[src/fpc_pkg.sv]
// Constants for the flash program/erase control block.
// Assumes a 16-bit CPU byte address space with the control registers near the top.
package fpc_pkg;

  // ****************************************
  // Register addresses
  // ****************************************
  localparam logic [15:0] FPC_ADDR_MODE = 16'hF020;
  localparam logic [15:0] FPC_ADDR_ERROR = 16'hF021;
  localparam logic [15:0] FPC_ADDR_POWER = 16'hF022;
  localparam logic [15:0] FPC_ADDR_EBLOCK = 16'hF023;
  localparam logic [15:0] FPC_ADDR_ENABLE = 16'hF02B;

  // ****************************************
  // Reset values
  // ****************************************
  localparam logic [7:0] FPC_RST_MODE = 8'h00;
  localparam logic [7:0] FPC_RST_ERROR = 8'h00;
  localparam logic [7:0] FPC_RST_POWER = 8'h00;
  localparam logic [7:0] FPC_RST_EBLOCK = 8'h00;
  localparam logic [7:0] FPC_RST_ENABLE = 8'h00;

  // ****************************************
  // Mode-control field positions
  // ****************************************
  localparam int FPC_BIT_RSVD = 7;
  localparam int FPC_BIT_SWE = 6;
  localparam int FPC_BIT_ESU = 5;
  localparam int FPC_BIT_PSU = 4;
  localparam int FPC_BIT_EV = 3;
  localparam int FPC_BIT_PV = 2;
  localparam int FPC_BIT_E = 1;
  localparam int FPC_BIT_P = 0;

  // Single-bit fields of the other registers
  localparam int FPC_BIT_FAULT = 7;
  localparam int FPC_BIT_PDWND = 7;
  localparam int FPC_BIT_CTRL_EN = 7;

  // ****************************************
  // Array geometry
  // ****************************************
  localparam int FPC_NUM_BLOCKS = 8;
  localparam int FPC_BLOCK_1K = 1024;
  localparam int FPC_BLOCK_28K = 28672;
  localparam int FPC_BLOCK_16K = 16384;
  localparam int FPC_BLOCK_8K = 8192;
  localparam int FPC_BLOCK_4K = 4096;
  localparam int FPC_UNIT_BYTES = 128;
  localparam int FPC_UNIT_LSB = 7;
  localparam logic [15:0] FPC_ARRAY_END = 16'hEFFF;

  // Access time in bus states
  localparam int FPC_ACCESS_STATES = 2;

endpackage

[src/fpc_fault_check.sv]
// Fault watcher for program and erase operations.
// Assumes the array reports faults and unit starts synchronous to CORE_CLK.
`timescale 1ns/100ps
module fpc_fault_check (
  input wire logic clk,
  input wire logic rst_b,
  input wire logic prog_active,
  input wire logic erase_active,
  input wire logic array_fault,
  input wire logic unit_start,
  input wire logic [15:0] unit_addr,
  output logic fault
);
  import fpc_pkg::*;

  typedef struct packed {
    logic fault;
  } fpc_fault_state_t;

  fpc_fault_state_t state;
  fpc_fault_state_t next_state;
  logic misaligned;

  always_comb begin
    next_state = state;
    // A unit must start on a 128-byte boundary inside the array
    misaligned = unit_start && prog_active &&
      ((unit_addr[FPC_UNIT_LSB-1:0] != '0) || (unit_addr > FPC_ARRAY_END));
    // Sticky until reset; the array stays protected once a fault is seen
    if (((prog_active || erase_active) && array_fault) || misaligned) begin
      next_state.fault = 1'b1;
    end
  end

  always_ff @(posedge clk) begin
    if (!rst_b) begin
      state.fault <= FPC_RST_ERROR[FPC_BIT_FAULT];
    end else begin
      state <= next_state;
    end
  end

  assign fault = state.fault;
endmodule

[src/fpc_flash_control.sv]
// Flash program/erase control registers and mode sequencing.
// Assumes a CPU byte bus with one-cycle read/write strobes, synchronous to CORE_CLK.
//
// Behaviour
// - Array splits into four 1K, one 28K, 16K, 8K, 4K erase blocks.
// - Programming uses 128-byte units starting at low byte 00 or 80.
// - All registers are byte wide, byte access only, two-state access.
// - Mode-control writes select program, program-verify, erase or erase-verify.
// - Mode-control top bit reads zero, writes to it ignored.
// - Write gate zero blocks program/erase and setting other mode or block bits.
// - Write gate one permits program/erase and setting other control bits.
// - Erase-setup bit enters erase setup state, clears to cancel, resets zero.
// - All five registers reset to 00.
// - Erase mode only when gate and erase-setup already one.
// - Program mode only when gate and program-setup already one.
// - Read-only fault flag sets on program or erase fault.
`timescale 1ns/100ps
module fpc_flash_control (
  input wire logic CORE_CLK,
  input wire logic RST_B,
  input wire logic [15:0] BUS_ADDR,
  input wire logic [7:0] BUS_WDATA,
  input wire logic BUS_RD,
  input wire logic BUS_WR,
  output logic [7:0] BUS_RDATA,
  output logic BUS_ACK,
  input wire logic ARRAY_FAULT,
  input wire logic UNIT_START,
  input wire logic [15:0] UNIT_ADDR,
  output logic PROGRAM_MODE,
  output logic PROGRAM_VERIFY_MODE,
  output logic ERASE_MODE,
  output logic ERASE_VERIFY_MODE,
  output logic ERASE_SETUP_STATE,
  output logic PROGRAM_SETUP_STATE,
  output logic [fpc_pkg::FPC_NUM_BLOCKS-1:0] ERASE_BLOCK_EN,
  output logic POWER_DOWN_DISABLE,
  output logic FAULT_FLAG
);
  import fpc_pkg::*;

  // ****************************************
  // State
  // ****************************************
  typedef struct packed {
    logic [7:0] mode;
    logic [7:0] eblock;
    logic pdwnd;
    logic ctrl_en;
    logic [7:0] rdata;
    logic ack;
    logic prog;
    logic erase;
  } fpc_state_t;

  fpc_state_t state;
  fpc_state_t next_state;
  logic fault;
  logic access;
  logic gated;
  logic [7:0] wmode;
  logic [7:0] rd_value;

  // ****************************************
  // Fault watcher
  // ****************************************
  fpc_fault_check u_fault (
    .clk(CORE_CLK),
    .rst_b(RST_B),
    .prog_active(state.prog),
    .erase_active(state.erase),
    .array_fault(ARRAY_FAULT),
    .unit_start(UNIT_START),
    .unit_addr(UNIT_ADDR),
    .fault(fault)
  );

  // ****************************************
  // Register access and mode logic
  // ****************************************
  always_comb begin
    next_state = state;
    access = BUS_RD || BUS_WR;
    // The enable register itself is always reachable; the rest only behind it
    gated = state.ctrl_en || (BUS_ADDR == FPC_ADDR_ENABLE);
    wmode = state.mode;
    rd_value = 8'h00;

    // Answer lands one state after the strobe, so every access spans two states
    next_state.ack = access;
    next_state.rdata = 8'h00;

    if (BUS_RD && gated) begin
      unique case (BUS_ADDR)
        FPC_ADDR_MODE: rd_value = {1'b0, state.mode[FPC_BIT_SWE:0]};
        FPC_ADDR_ERROR: rd_value = {fault, 7'h00};
        FPC_ADDR_POWER: rd_value = {state.pdwnd, 7'h00};
        FPC_ADDR_EBLOCK: rd_value = state.eblock;
        FPC_ADDR_ENABLE: rd_value = {state.ctrl_en, 7'h00};
        default: rd_value = 8'h00;
      endcase
      next_state.rdata = rd_value;
    end

    if (BUS_WR && gated) begin
      unique case (BUS_ADDR)
        FPC_ADDR_MODE: begin
          wmode = BUS_WDATA;
          wmode[FPC_BIT_RSVD] = 1'b0;
          if (!state.mode[FPC_BIT_SWE]) begin
            // Gate was closed: only the gate itself may be set this write
            wmode[FPC_BIT_ESU:0] = '0;
          end
          if (!(state.mode[FPC_BIT_SWE] && state.mode[FPC_BIT_ESU])) begin
            wmode[FPC_BIT_E] = 1'b0;
          end
          if (!(state.mode[FPC_BIT_SWE] && state.mode[FPC_BIT_PSU])) begin
            wmode[FPC_BIT_P] = 1'b0;
          end
          next_state.mode = wmode;
        end
        FPC_ADDR_POWER: next_state.pdwnd = BUS_WDATA[FPC_BIT_PDWND];
        FPC_ADDR_EBLOCK: begin
          // Refused with the gate shut; more than one bit clears the lot
          if (state.mode[FPC_BIT_SWE] && ($countones(BUS_WDATA) <= 1)) begin
            next_state.eblock = BUS_WDATA;
          end else begin
            next_state.eblock = 8'h00;
          end
        end
        FPC_ADDR_ENABLE: next_state.ctrl_en = BUS_WDATA[FPC_BIT_CTRL_EN];
        default: begin
        end
      endcase
    end

    // Block selects only live while the write gate is open
    if (!next_state.mode[FPC_BIT_SWE]) begin
      next_state.eblock = 8'h00;
    end

    // Error protection drops the active operation; the fault stays sticky
    next_state.prog = next_state.mode[FPC_BIT_SWE] && next_state.mode[FPC_BIT_P] && !fault;
    next_state.erase = next_state.mode[FPC_BIT_SWE] && next_state.mode[FPC_BIT_E] && !fault;
  end

  always_ff @(posedge CORE_CLK) begin
    if (!RST_B) begin
      state.mode <= FPC_RST_MODE;
      state.eblock <= FPC_RST_EBLOCK;
      state.pdwnd <= FPC_RST_POWER[FPC_BIT_PDWND];
      state.ctrl_en <= FPC_RST_ENABLE[FPC_BIT_CTRL_EN];
      state.rdata <= 8'h00;
      state.ack <= 1'b0;
      state.prog <= 1'b0;
      state.erase <= 1'b0;
    end else begin
      state <= next_state;
    end
  end

  // ****************************************
  // Outputs
  // ****************************************
  assign BUS_RDATA = state.rdata;
  assign BUS_ACK = state.ack;
  assign PROGRAM_MODE = state.prog;
  assign ERASE_MODE = state.erase;
  assign PROGRAM_VERIFY_MODE = state.mode[FPC_BIT_PV];
  assign ERASE_VERIFY_MODE = state.mode[FPC_BIT_EV];
  assign ERASE_SETUP_STATE = state.mode[FPC_BIT_ESU];
  assign PROGRAM_SETUP_STATE = state.mode[FPC_BIT_PSU];
  assign ERASE_BLOCK_EN = state.eblock;
  assign POWER_DOWN_DISABLE = state.pdwnd;
  assign FAULT_FLAG = fault;
endmodule

[config.mk]
export PLATFORM = sky130hd
export DESIGN_NAME = fpc_flash_control
export DESIGN_NICKNAME = d
export VERILOG_FILES = /design/src/fpc_pkg.sv /design/src/fpc_fault_check.sv /design/src/fpc_flash_control.sv
export SDC_FILE = /design/constraint.sdc
export NUM_CORES = 1
export LEC_CHECK = 0
export BUFFER_PORTS_ARGS = -buffer_cell sky130_fd_sc_hd__buf_2
export CAP_MARGIN = 20
export CORE_UTILIZATION = 25
export CTS_CLUSTER_DIAMETER = 80
export DETAILED_ROUTE_END_ITERATION = 16
export PLACE_DENSITY_LB_ADDON = 0.2
export SLEW_MARGIN = 20
export SYNTH_ARGS = -nofsm -noshare
export SYNTH_HDL_FRONTEND = slang
export SYNTH_HIERARCHICAL = 1
export SYNTH_SLANG_ARGS = --single-unit
export TNS_END_PERCENT = 10
[constraint.sdc]
create_clock -name CORE_CLK -period 4.4 [get_ports CORE_CLK]
set_input_delay 0.88 -clock CORE_CLK [delete_from_list [all_inputs] [get_ports CORE_CLK]]
set_output_delay 0.88 -clock CORE_CLK [all_outputs]
set_load 0.05 [all_outputs]
* Word-level counts from Yosys, hierarchy flattened
Cells that the tools add are included.
** Word-level totals
- Input bits :: 46
- Output and inout bits :: 25
- Register bits :: 29
- Word-level logic and storage cells :: 59
** Cells by class
- Reductions and logical operators :: 25
- Magnitude comparators :: 2
- Muxes and demuxes :: 10
- Equal/unequal tests :: 5
- Add/sub/neg operators :: 7
** Operator list (number)
- 16-bit equality test, second input constant :: 5
- 8-bit case mux with 5 select lines :: 1
- 17-bit two-way mux :: 1
- 16-bit > comparator, second input constant :: 1
- 8-bit two-way mux :: 2
- 1-bit logical AND :: 12
- 2-bit AND reduction :: 6
- 1-bit by 1-bit adder with 2-bit output :: 4
- 7-bit two-way mux :: 1
- 7-bit nonzero test :: 1
- 2-bit by 2-bit adder with 3-bit output :: 2
- 6-bit two-way mux :: 1
- 1-bit logical OR :: 5
- 3-bit by 3-bit adder with 4-bit output :: 1
- 4-bit by 1-bit less-or-equal comparator with 1-bit output, second input constant :: 1
- 1-bit two-way mux :: 4
- 1-bit logical NOT :: 1

* Longest topological paths before layout
- Word-level depth :: 10
- Gate-level depth with buffers :: 11
- Mapped depth without buffers :: 11

* Hierarchy
The synthesis kept the hierarchy.
** Modules (own cells, without submodules)
- fpc_flash_control :: instances 1, area an instance 1551.5 µm², cells each 182, seq. area each 560.5 µm²
- fpc_fault_check :: instances 1, area an instance 72.6 µm², cells each 9, seq. area each 20.0 µm²

* Least setup slack after synthesis
OpenSTA, ideal clock, no wires.
- Kind :: input to register
- From :: input port BUS_WDATA[0]
- To :: register state (netlist bit ERASE_BLOCK_EN[0])
- Required time :: 4.318 ns
- Library setup time :: 0.082 ns
- Arrival time :: 4.143 ns
- Slack :: 0.175 ns
- Path buffers :: 0
- Cell stages on the path :: 11
- Cells stage by stage :: fa_1 > inv_1 > fa_1 > fa_1 > inv_1 > ha_1 > fa_1 > or4b_2 > o21ai_1 > nand4_1 > a22oi_1
** On the way
- Cells in the longest elaborated chain, start to end :: 6
** RTL lines
- from (decl) :: line fpc_flash_control.sv:22 : input wire logic [7:0] BUS_WDATA,
- 1-bit by 1-bit adder with 2-bit output (not written as such) :: line fpc_flash_control.sv:125 : if (state.mode[FPC_BIT_SWE] && ($countones(BUS_WDATA) <= 1)) begin
- 2-bit by 2-bit adder with 3-bit output (not written as such) :: line fpc_flash_control.sv:125
- 3-bit by 3-bit adder with 4-bit output (not written as such) :: line fpc_flash_control.sv:125
- 4-bit by 1-bit less-or-equal comparator with 1-bit output :: line fpc_flash_control.sv:125
- 1-bit logical AND :: line fpc_flash_control.sv:125
- 8-bit two-way mux * :: line fpc_flash_control.sv:125
- to (signal assigned) :: line fpc_flash_control.sv:158 : state <= next_state;
- to (decl) :: line fpc_flash_control.sv:56 : fpc_state_t state;
Every way passes the cells marked *; elsewhere a longest branch is shown, timed or not.
A chain may end at the register's enable or synchronous reset.

* Final worst setup path
- From :: input port BUS_WDATA[0]
- To :: register state (netlist bit ERASE_BLOCK_EN[4])
** On the way
- Cells in the longest elaborated chain, start to end :: 6
** RTL lines (line)
- 1-bit by 1-bit adder with 2-bit output (not written as such) :: fpc_flash_control.sv:125
- 2-bit by 2-bit adder with 3-bit output (not written as such) :: fpc_flash_control.sv:125
- 3-bit by 3-bit adder with 4-bit output (not written as such) :: fpc_flash_control.sv:125
- 4-bit by 1-bit less-or-equal comparator with 1-bit output :: fpc_flash_control.sv:125
- 1-bit logical AND :: fpc_flash_control.sv:125
- 8-bit two-way mux :: fpc_flash_control.sv:125
Every way passes these cells.

==> run_results.csv <==
group,metric,value,unit
logic_synthesis,ys_types,38,
timing,clock_skew,0.00421,ns
detailed_routing,drtAntennaViolNets,0,
detailed_routing,dr.pass1.iters,4,
power,ir_worst_vdd,98.4,uV
timing,hold_viol_final,0,
critical_path,crit_type,"input pin to flip-flop",
finish,fin_cells,321,
logic_synthesis,ys_seq_area_share,35.7,%
grt,grt_usage,13.9,%
timing,worst_pin_slew,0.872,ns
detailed_routing,dr_total_vias,1591,
finish,layout-drive-gt1-share,34.0,%
timing,slew-limit-headroom,41.4,%
clocking,cts-root-buf,"clkbuf_8",
logic_synthesis,synthTopCellsByArea,"dfxtp_1 (36%), buf_4 (7.4%), a22oi_1 (6.9%)",
clocking,h-tree-depth,2,
clocking,cts.sinks,29,
timing,setup_viol,0,
clocking,cts_setup_buffers,0,
logic_synthesis,ys_ff_latch,29,
critical_path,cp_common_cell,"fa_1",
grt,grt_pass1_wl,7020,um
logic_synthesis,synth.top_cell.area_share,35.7,%
logic_synthesis,synthesis.nets,244,
critical_path,r2r_slack,2.48,ns
logic_synthesis,syn-instance-count,191,
critical_path,end_kind,"flip-flop",
timing,fin_ws,0.245,ns
timing,period_minus_slack,4.15,ns
grt,grt_max_degree,29,
critical_path,path_cells,"buf_2 -> fa_1 -> inv_1 -> fa_1 -> fa_1 -> inv_1 -> ha_1 -> fa_1 -> or4b_2 -> o21ai_1 -> buf_4 -> nand4_1 -> a22oi_1",
logic_synthesis,yosys.area.top_type,"dfxtp_1",
detailed_routing,routed_wl,4460,um
clocking,cts.clk_slew.worst_paths,0.07,ns
floorplan,die_y,82.6,um
clocking,clock_path_buffers,2,
clocking,clk_latency,0.29,ns
min_path,hp-class,"flip-flop to flip-flop",
finish,n_antenna_cell,0,
clocking,tritoncts,"done",
critical_path,slowest_delay,0.61,ns
finish,final_common_cell,"buf_2",
grt,first_global_vias,1439,
floorplan,ioPinCount,71,
floorplan,core_area,6310,um2
logic_synthesis,ys_warn_count,6,
finish,final_core_util,31.8,%
placement,io_buffers,65,
detailed_routing,drc_errors,0,
timing,hold_slack,0.495,ns
timing,finalCritPeriodShare,94.4,%
critical_path,start_kind,"input pin",
power,p_leak,0.838,nW
grt,grt_overflow,0,
placement,gp_congestion,0.735,
placement,hpwl,3330,um
logic_synthesis,avgSynthCellArea,8.50,um2
detailed_routing,via_per_inst,4.96,
logic_synthesis,synth_area,1620,um2
detailed_routing,wl_per_cell,13.9,um
clocking,numCtsBuffers,5,
critical_path,path_max_fanout,8,
timing,max_freq,0.241,GHz
finish,nNetsFinal,296,
finish,multi_input_area,853,um2
run_status,status,"complete, no violations",
finish,final_cell_mix,"buf_2 (65), dfxtp_1 (29), o21ai_0 (20), a22oi_1 (15), nor2_1 (12)",
timing,drv_slew,0,
critical_path,critPathRequiredTime,4.60,ns
power,p_per_area,276,nW/um2
finish,ff_latch_area,581,um2
finish,fillers,715,
placement,place_ws,-0.0800,ns
critical_path,slowest_stage,"or4b_2",
flow_run,drv.max_cap_violation_count,0,
critical_path,arrival,4.35,ns
floorplan,row_count,29,
floorplan,initial_core_util,25.7,%
grt,antenna_found_initial,0,
floorplan,die_area,6820,um2
timing,rsz0062_at_grt,"false",
timing,setup_tns,0,ns
detailed_routing,drt-initial-drc-count,103,
clocking,cts_resized,0,
clocking,holdBufCountCts,0,
finish,area_growth_syn_to_layout,23.7,%
placement,place_inst,313,
floorplan,fp.dieW,82.6,um
==> critical path, delay by kind of cell <==
family / cells / cell delay (ns)
and+or+nand+nor: 2 / 0.71
adders and majority gates: 5 / 2.11
buffers and inverters: 4 / 0.37
AOI/OAI and AO/OA: 2 / 0.29
==> flip-flops by register name, indices dropped and copies added (netlist names) <==
register             flops
BUS_ACK                  1
ERASE_MODE               1
BUS_RDATA                8
ERASE_VERIFY_MODE        1
u_fault/fault            1
PROGRAM_VERIFY_MODE      1
ERASE_SETUP_STATE        1
PROGRAM_MODE             1
ERASE_BLOCK_EN           8
PROGRAM_SETUP_STATE      1
POWER_DOWN_DISABLE       1
state                    4
==> cells by family (layout without fill, tap and decap cells) <==
| group | count (synthesis) | count (layout) | synth area share [%] |
|---|---|---|---|
| simple gates | 69 | 69 | 25.6 |
| compound gates | 51 | 51 | 19.1 |
| buf+inv | 34 | 87 | 11.7 |
| flops | 29 | 29 | 35.7 |
| fa+ha+maj | 7 | 7 | 7.24 |
| mux | 1 | 1 | 0.616 |
==> final timing paths <==
path                     start                end  cells past startpoint
setup reg to reg     state[11]         ERASE_MODE                      4
setup / recovery  BUS_WDATA[0]  ERASE_BLOCK_EN[4]                     13
hold reg to reg      state[22]          state[22]                      2
hold / removal       state[22]          state[22]                      2
==> stage by stage <==
step | instance area, um2 | power, mW
6_report | 2010 | 0.555
5_1_grt | 2010 | 0.583
4_1_cts | 2010 | 0.562
3_5_place_dp | 1920 | 0.343
3_3_place_gp | 1920 | 0.341
2_1_floorplan | 1620 | 0.307
==> metal layers <==
| metal | GRT usage (%) | vias to the layer above | share of wire (%) |
|---|---|---|---|
| met5 | 0 | - | 0 |
| met4 | 6.21 | 0 | 1.8 |
| met3 | 2.75 | 6 | 5.6 |
| met2 | 22.5 | 53 | 45 |
| met1 | 17.8 | 743 | 48 |
| li1 | - | 789 | - |
==> cell usage after synthesis <==
library cell   n
buf_4         16
nand4b_1       2
fa_1           4
o211ai_1       1
and3_1         3
or3_1          7
or3b_2         1
o21ai_0       20
or4_4          1
clkinv_1       1
a21o_1         1
o211ai_2       1
o21ai_1        1
nand4_1       10
nand2_1       10
dfxtp_1       29
nor2_1        12
and2_0         1
or4b_2         1
nor2b_1        1
a21oi_1       11
nor4_1         1
and2_1         3
or4_1          3
nand3b_1       1
mux2i_1        1
clkbuf_1       5
nand3_1        5
inv_1          9
nor4_2         2
nand4bb_1      2
nor4bb_1       1
a22oi_1       15
nor3_1         2
ha_1           3
buf_2          2
a41o_1         1
buf_1          1
==> final cells by class <==
type	count	share of cell area [%]
sequential	29	28.9
multi-input combinational	128	42.5
clock buffer	5	3.42
inverter	10	1.87
tap	77	4.79
clock inverter	3	0.872
timing repair buffer	69	17.7
==> where the power goes <==
part           switching, mW  total [mW]  internal, mW
registers           0.000153       0.263         0.263
clock network          0.110       0.219         0.109
logic                 0.0385      0.0728        0.0343
Note: power is estimated with default switching activity, not from simulation.
